**config.mk**
```make
export PLATFORM = sky130hd
export DESIGN_NAME = spp_port_ctrl
export DESIGN_NICKNAME = d
export VERILOG_FILES = /design/src/hw/spp_pkg.sv /design/src/hw/spp_port_ctrl.sv
export SDC_FILE = /design/constraint.sdc
export NUM_CORES = 1
export LEC_CHECK = 0
export ABC_AREA = 1
export BUFFER_PORTS_ARGS = -buffer_cell sky130_fd_sc_hd__buf_4
export CAP_MARGIN = 10
export CORE_ASPECT_RATIO = 0.7
export CORE_MARGIN = 3
export CORE_UTILIZATION = 43
export DETAILED_ROUTE_END_ITERATION = 8
export PLACE_DENSITY = 0.8
export SYNTH_ARGS = -nofsm -noshare
export SYNTH_HDL_FRONTEND = slang
export SYNTH_SLANG_ARGS = --single-unit
```
**constraint.sdc**
```tcl
create_clock -name sys_clk -period 1.4 [get_ports sys_clk]
set_clock_uncertainty 0.05 [all_clocks]
set_input_delay 0.28 -clock sys_clk [delete_from_list [all_inputs] [get_ports sys_clk]]
set_output_delay 0.28 -clock sys_clk [all_outputs]
set_load 0.02 [all_outputs]
```
**src/hw/spp_pkg.sv**
```systemverilog
// Purpose: Shared constants and types for the serial PROM port control block.
// Assumes: Byte-wide control register behind a 32-bit classic Wishbone slave.
// Notes: Register index printed as 0x1e; byte address is four times the index.
package spp_pkg;
    localparam logic [7:0] SPP_CTRL_INDEX = 8'h1e;
    localparam logic [9:0] SPP_CTRL_ADDR = {SPP_CTRL_INDEX, 2'b00};
    localparam int SPP_ADDR_W = 10;
    localparam int BIT_GRANT = 7;
    localparam int BIT_REQUEST = 6;
    localparam int BIT_MODE = 5;
    localparam int BIT_READY = 4;
    localparam int BIT_CS = 3;
    localparam int BIT_CLK = 2;
    localparam int BIT_DOUT = 1;
    localparam int BIT_DIN = 0;
    localparam int LINE_CLK = 2;
    localparam int LINE_DOUT = 1;
    localparam int LINE_DIN = 0;
    // Pacing time in ns and the clock period in ps.
    localparam int SPP_PACE_NS = 800;
    localparam int SPP_CLK_PS = 5000;
    localparam int SPP_PACE_CYC = (SPP_PACE_NS * 1000 + SPP_CLK_PS - 1) / SPP_CLK_PS;
    localparam int SPP_CNT_W = 8;

    // Arbitration states of the port.
    typedef enum logic [1:0]
    {
        ARB_IDLE = 2'b00,
        ARB_WAIT = 2'b01,
        ARB_OWN = 2'b10
    } spp_arb_t;

    // Software-writable control fields.
    typedef struct packed
    {
        logic mode;
        logic cs;
        logic clk;
        logic dout;
    } spp_ctrl_t;

    // Whole state of the block.
    typedef struct packed
    {
        spp_ctrl_t ctrl;
        spp_arb_t arb;
        logic ready;
        logic [SPP_CNT_W-1:0] pace;
        logic [1:0] grant_sync;
        logic [1:0] din_sync;
        logic ack;
        logic [31:0] rdata;
    } spp_state_t;
endpackage

```
**src/hw/spp_port_ctrl.sv**
```systemverilog
// Purpose: Software-driven control of a 4-wire serial PROM on a shared memory port.
// Assumes: One clock sys_clk at 200 MHz, synchronous active-low reset rstn.
// Notes: Grant and data-in pins are synchronised by two flip-flops before use.
//
// Register access over Wishbone was decided locally.
`timescale 1ns/10ps
module spp_port_ctrl
    import spp_pkg::*;
#(
    parameter int PACE_CYC = SPP_PACE_CYC
)
(
    // Clock and reset.
    input wire logic sys_clk,
    input wire logic rstn,
    // Classic Wishbone slave.
    input wire logic wb_cyc_i,
    input wire logic wb_stb_i,
    input wire logic wb_we_i,
    input wire logic [SPP_ADDR_W-1:0] wb_adr_i,
    input wire logic [3:0] wb_sel_i,
    input wire logic [31:0] wb_dat_i,
    output logic [31:0] wb_dat_o,
    output logic wb_ack_o,
    // Memory port arbitration.
    input wire logic memport_busy,
    input wire logic port_grant_n,
    output logic port_request_n,
    // Memory port lines and chip select.
    input wire logic [2:0] port_data_lines_i,
    output logic [2:0] port_data_lines_o,
    output logic [2:0] port_data_lines_oe,
    output logic prom_chip_select,
    output logic prom_chip_select_oe
);
    spp_state_t st;
    spp_state_t next_st;
    logic req;
    logic wr_hit;
    logic owned;
    logic [7:0] rd_byte;

    localparam logic [SPP_CNT_W-1:0] PACE_LOAD = SPP_CNT_W'(PACE_CYC);

    // Address decode shared by the write strobe, the read image and the checks.
    // Only the one control register is mapped; every other address reads zero.
    function automatic logic ctrl_hit(input logic [SPP_ADDR_W-1:0] adr);
        return adr == SPP_CTRL_ADDR;
    endfunction

    // Request is asserted while software wants the port and it is free or already won.
    always_comb
    begin
        req = st.ctrl.mode && (st.arb != ARB_IDLE);
        // Clearing the mode bit releases the pins at once, so chip select never
        // outlives the mode bit for the cycle the arbiter needs to go idle.
        owned = (st.arb == ARB_OWN) && st.ctrl.mode;
        wr_hit = wb_cyc_i && wb_stb_i && wb_we_i && !st.ack && wb_sel_i[0]
                 && ctrl_hit(wb_adr_i);
    end

    // Read image; the request bit reports the pin level, not the intent.
    always_comb
    begin
        rd_byte = 8'h00;
        rd_byte[BIT_GRANT] = st.grant_sync[1];
        rd_byte[BIT_REQUEST] = !req;
        rd_byte[BIT_MODE] = st.ctrl.mode;
        rd_byte[BIT_READY] = st.ready;
        rd_byte[BIT_CS] = st.ctrl.cs;
        rd_byte[BIT_CLK] = st.ctrl.clk;
        rd_byte[BIT_DOUT] = st.ctrl.dout;
        rd_byte[BIT_DIN] = st.ctrl.mode ? st.din_sync[1] : 1'b0;
    end

    // Next-state logic for bus, arbitration and pacing timer.
    always_comb
    begin
        next_st = st;
        next_st.grant_sync = {st.grant_sync[0], port_grant_n};
        next_st.din_sync = {st.din_sync[0], port_data_lines_i[LINE_DIN]};
        // Single-cycle ack; dropped the cycle after it was given.
        next_st.ack = wb_cyc_i && wb_stb_i && !st.ack;
        next_st.rdata = 32'h0000_0000;
        if (wb_cyc_i && wb_stb_i && !st.ack && ctrl_hit(wb_adr_i))
        begin
            next_st.rdata = {24'h00_0000, rd_byte};
        end
        // Pacing timer counts down, ready rises when it expires.
        if (st.pace != '0)
        begin
            next_st.pace = st.pace - 1'b1;
        end
        if (st.pace == SPP_CNT_W'(1) && !(st.ctrl.mode && !owned))
        begin
            next_st.ready = 1'b1;
        end
        // Arbitration: wait for a free port, then for grant, then hold.
        unique case (st.arb)
            ARB_IDLE:
            begin
                if (st.ctrl.mode && !memport_busy)
                begin
                    next_st.arb = ARB_WAIT;
                end
            end
            ARB_WAIT:
            begin
                if (!st.ctrl.mode)
                begin
                    next_st.arb = ARB_IDLE;
                end
                else if (!st.grant_sync[1])
                begin
                    next_st.arb = ARB_OWN;
                    next_st.ready = 1'b1;
                end
            end
            ARB_OWN:
            begin
                if (!st.ctrl.mode)
                begin
                    next_st.arb = ARB_IDLE;
                end
            end
            default:
            begin
                next_st.arb = ARB_IDLE;
            end
        endcase
        // A write stores the writable bits only and restarts the timer, or stops it when it sets the mode bit before the port is owned.
        if (wr_hit)
        begin
            next_st.ctrl.mode = wb_dat_i[BIT_MODE];
            next_st.ctrl.cs = wb_dat_i[BIT_CS];
            next_st.ctrl.clk = wb_dat_i[BIT_CLK];
            next_st.ctrl.dout = wb_dat_i[BIT_DOUT];
            next_st.ready = 1'b0;
            next_st.pace = PACE_LOAD;
            // A grant landing in the same cycle counts as owned, otherwise the
            // timer would be killed and ready would never return.
            if (wb_dat_i[BIT_MODE] && next_st.arb != ARB_OWN)
            begin
                next_st.pace = '0;
            end
        end
    end

    // State register; idle grant is taken as released until the pin is seen.
    always_ff @(posedge sys_clk)
    begin
        if (!rstn)
        begin
            st <= '0;
            st.arb <= ARB_IDLE;
            st.grant_sync <= 2'b11;
        end
        else
        begin
            st <= next_st;
        end
    end

    // Port drive only once arbitration is complete.
    always_comb
    begin
        port_request_n = !req;
        wb_ack_o = st.ack;
        wb_dat_o = st.rdata;
        port_data_lines_oe = owned ? 3'b110 : 3'b000;
        port_data_lines_o = 3'b000;
        port_data_lines_o[LINE_CLK] = owned && st.ctrl.clk;
        port_data_lines_o[LINE_DOUT] = owned && st.ctrl.dout;
        prom_chip_select_oe = owned;
        prom_chip_select = owned && st.ctrl.cs;
    end

    // Cycle counter of the pacing window for checking its length.
    int unsigned pace_seen;
    always_ff @(posedge sys_clk)
    begin
        if (!rstn || wr_hit)
        begin
            pace_seen <= 0;
        end
        else if (pace_seen < 100000)
        begin
            pace_seen <= pace_seen + 1;
        end
    end

    // Checks tie the pins and the read image back to what the bus wrote, so a
    // broken gate shows up as a wrong pin level rather than a silent pass.

    // Request falls one cycle after the mode bit meets a free port.
    AST_REQ_FOLLOWS_MODE: assert property (@(posedge sys_clk) disable iff (!rstn)
        (st.arb == ARB_IDLE && st.ctrl.mode && next_st.ctrl.mode && !memport_busy)
        |=> !port_request_n)
        else $error("request not asserted after mode set");

    // A busy port keeps the request released.
    AST_BUSY_HOLDS: assert property (@(posedge sys_clk) disable iff (!rstn)
        (st.arb == ARB_IDLE && memport_busy) |=> port_request_n)
        else $error("request raised while port busy");

    // The synchronised grant hands the lines to the register bits.
    AST_GRANT_OWNS: assert property (@(posedge sys_clk) disable iff (!rstn)
        (st.arb == ARB_WAIT && st.ctrl.mode && next_st.ctrl.mode && !st.grant_sync[1])
        |=> (port_data_lines_oe == 3'b110 && prom_chip_select_oe))
        else $error("port not taken after grant");

    // Ownership stays for as long as the mode bit stays.
    AST_HOLD_OWN: assert property (@(posedge sys_clk) disable iff (!rstn)
        owned |=> (owned || !st.ctrl.mode))
        else $error("ownership dropped while mode set");

    // Clearing the mode bit gives the request back in the next cycle.
    AST_REQ_DROPS: assert property (@(posedge sys_clk) disable iff (!rstn)
        !next_st.ctrl.mode |=> port_request_n)
        else $error("request held after mode cleared");

    // Any register write with byte lane 0 clears ready.
    AST_WRITE_CLEARS: assert property (@(posedge sys_clk) disable iff (!rstn)
        wr_hit |=> !st.ready)
        else $error("ready not cleared by write");

    // The pacing window ends exactly PACE_CYC cycles after the write.
    AST_READY_TIME: assert property (@(posedge sys_clk) disable iff (!rstn)
        ($rose(st.ready) && !owned) |-> (pace_seen == PACE_CYC))
        else $error("ready rose at wrong time");

    // No ready while the port is requested but not yet granted.
    AST_NO_READY_UNGRANTED: assert property (@(posedge sys_clk) disable iff (!rstn)
        (st.ctrl.mode && st.arb != ARB_OWN) |-> !st.ready)
        else $error("ready high before grant");

    // Ready answers the grant itself, not the timer.
    AST_READY_ON_GRANT: assert property (@(posedge sys_clk) disable iff (!rstn)
        (st.arb == ARB_WAIT && st.ctrl.mode && !st.grant_sync[1] && !wr_hit) |=> st.ready)
        else $error("ready not set by grant");

    // Outputs float until the port is owned.
    AST_UNDRIVEN: assert property (@(posedge sys_clk) disable iff (!rstn)
        !owned |-> (port_data_lines_oe == 3'b000 && !prom_chip_select_oe))
        else $error("port driven without grant");

    // Bit 7 returns the synchronised grant pin.
    AST_GRANT_READBACK: assert property (@(posedge sys_clk) disable iff (!rstn)
        (next_st.ack && ctrl_hit(wb_adr_i))
        |=> (wb_dat_o[BIT_GRANT] == $past(st.grant_sync[1])))
        else $error("grant bit readback wrong");

    // Bit 6 returns the request pin level.
    AST_REQ_READBACK: assert property (@(posedge sys_clk) disable iff (!rstn)
        (next_st.ack && ctrl_hit(wb_adr_i))
        |=> (wb_dat_o[BIT_REQUEST] == $past(port_request_n)))
        else $error("request bit readback wrong");

    // Chip select needs the mode bit, ownership and the register bit.
    AST_CS_GATED: assert property (@(posedge sys_clk) disable iff (!rstn)
        prom_chip_select |-> (st.ctrl.mode && owned && st.ctrl.cs))
        else $error("chip select without ownership");

    // A write while owned puts the written clock bit on its line.
    AST_CLK_LINE: assert property (@(posedge sys_clk) disable iff (!rstn)
        (wr_hit && owned && wb_dat_i[BIT_MODE])
        |=> (port_data_lines_o[LINE_CLK] == $past(wb_dat_i[BIT_CLK])))
        else $error("clock line does not follow write");

    // A write while owned puts the written data bit on its line.
    AST_DOUT_LINE: assert property (@(posedge sys_clk) disable iff (!rstn)
        (wr_hit && owned && wb_dat_i[BIT_MODE])
        |=> (port_data_lines_o[LINE_DOUT] == $past(wb_dat_i[BIT_DOUT])))
        else $error("data line does not follow write");

    // Without the mode bit the data-in bit reads zero.
    AST_DIN_ZERO: assert property (@(posedge sys_clk) disable iff (!rstn)
        (next_st.ack && ctrl_hit(wb_adr_i) && !st.ctrl.mode) |=> !wb_dat_o[BIT_DIN])
        else $error("data in visible without mode");

    // A write that leaves the mode bit low reloads the pacing timer.
    AST_TIMER_RESTART: assert property (@(posedge sys_clk) disable iff (!rstn)
        (wr_hit && !wb_dat_i[BIT_MODE]) |=> (st.pace == PACE_LOAD && !st.ready))
        else $error("write did not restart the timer");

    // Main scenarios: grant, pacing expiry and release.
    COV_GRANT: cover property (@(posedge sys_clk) disable iff (!rstn) $rose(owned));
    COV_PACE: cover property (@(posedge sys_clk) disable iff (!rstn) $rose(st.ready) && !owned);
    COV_RELEASE: cover property (@(posedge sys_clk) disable iff (!rstn) $fell(owned));
    // A request held back by a busy port, and a shift clock edge on the pin.
    COV_BUSY_HOLD: cover property (@(posedge sys_clk) disable iff (!rstn)
        st.ctrl.mode && memport_busy && st.arb == ARB_IDLE);
    COV_SHIFT_CLOCK: cover property (@(posedge sys_clk) disable iff (!rstn)
        $rose(port_data_lines_o[LINE_CLK]));
endmodule

```
==> metrics <==
status finished with violations; failing checks negative setup slack; Area Growth Syn to Fin 19.6%; top cells by area, synth dfxtp_1 35%, buf_4 17%, nand2_1 6.6%; 1st-iter DRT viols 58; initial antenna violation count 0; path length in cells of the critical path 4; cell taking the most area after synthesis dfxtp_1; CP arrival 1.08 ns; initial cell density of the core 47.4%; VDD IR max 0.835 mV; Final WS setup -0.0139 ns; CP max FO 6; Seq cells post-synth 28; clk slew on worst S/H paths 0.09 ns; post-route DRC violation count 0; antenna-violating nets left 0; CTS Root Cell clkbuf_8; CP Class register to output port; YS warnings 0; GRT overflow 0; First-pass DRT Iterations 5; commonest non-fill, non-tap cell in the layout buf_4; critical path's top delay family flip-flops; Core Util, Final 56.7%; Hold Crit Class input port to register; Die Wd 78.5 um; CTS tree done; synthesized instance count 205; placed cells 282; commonest non-fill, non-tap cells in the layout 40 x buf_4, 28 x nand2_1, 26 x conb_1, 25 x dfxtp_1, 22 x nor2_1; Hold-fix buffers, CTS 0; H-tree depth 1; CP max stage cell dfxtp_2; diode count 0; post-synth top area share 35.4%; final setup vio count 5; Worst R2R Path Depth 7; TritonCTS buffer count 3; layout cells sized above 1 37.1%; Post-Syn Area 1580 um2; post-route design area 1890 um2; RSZ-0062 raised after global routing yes; Fin Setup TNS -0.0516 ns; Placed Area 1760 um2; core area 3340 um2; die height 56.7 um; Min-Delay Path Depth 3; Pwr Density 1280 nW/um2; clock sink count 28; Final Hold Viols 0; CP Launch Type register; I/O pin total 98; Slew Limit Fails 0; Rows 17; CP cell instances inv_4, nand3_4, inv_2, buf_4; RePlAce Congestion 0.909; Post-DP HPWL 2360 um; worst path bufs/invs 3; overall global routing resource usage 13.8%; number of max-cap violations 0; Non-Filler Instances 287; die area 4450 um2; largest net degree at the start of global routing 16; Seq/Total Area, Yosys 35.4%; first-pass GRT wire length 4820 um; syn avg cell area 7.71 um2; FMAX 707 MHz; Port Buffer Count 38; Clock Path Buffers 2; Tot Pwr 2420 uW; wire per inst 10.8 um; fin nets 300; drt via density 4.24; Worst path max stage delay 0.35 ns; vias post-DR 1217; clk_lat worst skew 0.27 ns; Pleak 0.000900 uW; crit path time final 1.41 ns; CP required 1.07 ns; Routed WL 3090 um; vias in the first global route 1071; Tcrit/Tclk final 101%; synth unique cells 27; Worst setup EP type output port
stage by stage:
stage,hold slack [ns],worst slack (ns)
2_1_floorplan,0.323,0.168
3_3_place_gp,0.344,0.0470
3_5_place_dp,0.358,0.0288
4_1_cts,0.134,-0.00841
5_1_grt,0.133,-0.0553
6_report,0.134,-0.0139
worst paths after layout:
kind              slack, ns                 start                    end
setup / recovery      -0.01                st[46]  port_data_lines_oe[2]
hold / removal         0.13  port_data_lines_i[0]            next_st[34]
setup reg to reg       0.12                st[38]                 st[37]
hold reg to reg        0.37           next_st[34]                 st[34]
worst reg2reg max path, stage by stage, from the launching register on:
cell and delay [ns]:
dfxtp_1 0.35, inv_2 0.11, ha_1 0.17, nand2_1 0.09, nor2_4 0.18, inv_2 0.07
nor2_1 0.11, nor3_2 0.06
Yosys cell counts:
library cell  number
buf_6              2
dfxtp_1           28
nand4_1            6
conb_1             1
nor4_1             1
nor2_2             4
inv_2              5
o21a_1             4
a21oi_1            7
inv_1             24
nor3_2             1
nor2_1            25
nand2_4            1
xnor2_1            1
a21oi_2            4
ha_1               3
nand3_1            8
nor2_4             5
o21ai_1            1
o21ai_0            1
nand2_2            1
buf_4             36
nand3_2            3
a31oi_1            1
or2_2              3
nor3b_2            1
nand2_1           28
sequential cells by signal, summed over array words and instances, names as in the netlist:
register	flops
next_st	2
rd_byte	6
st	11
wb_ack_o	1
wb_dat_o	8
cell families after synthesis:
logic type,share of synthesized area [%]
and+or+nand+nor,28.6
buffers and inverters,25.4
DFF,35.4
AOI/OAI and AO/OA,7.36
adders and majority gates,2.37
xor gates and xnor gates,0.554
other,0.237
repair_timing:
item,CTS,global route
pin swaps,2,3
buffers inserted,1,0
endpoints found under the setup margin,7,10
resized for setup,8,15
layer usage:
layer  global-route usage [%]  up-vias  routed length [um]
li1                         -      643                   -
met1                     18.2      521                1460
met2                     20.6       50                1370
met3                     5.45        3                 243
met4                     4.24        0                  17
met5                        0        -                   0
area by class of cell:
class	instances	area [um2]
multi-input combinational	135	749
tap	47	58.8
clock buffer	4	55.1
sequential	28	569
timing repair buffer	44	345
fill	292	1450
inverter	29	114
power by group:
| part | switching [uW] | internal, uW |
|---|---|---|
| clock network | 248 | 252 |
| logic | 568 | 388 |
| registers | 78.2 | 885 |
No activity file was read; power rests on OpenSTA's default activity.
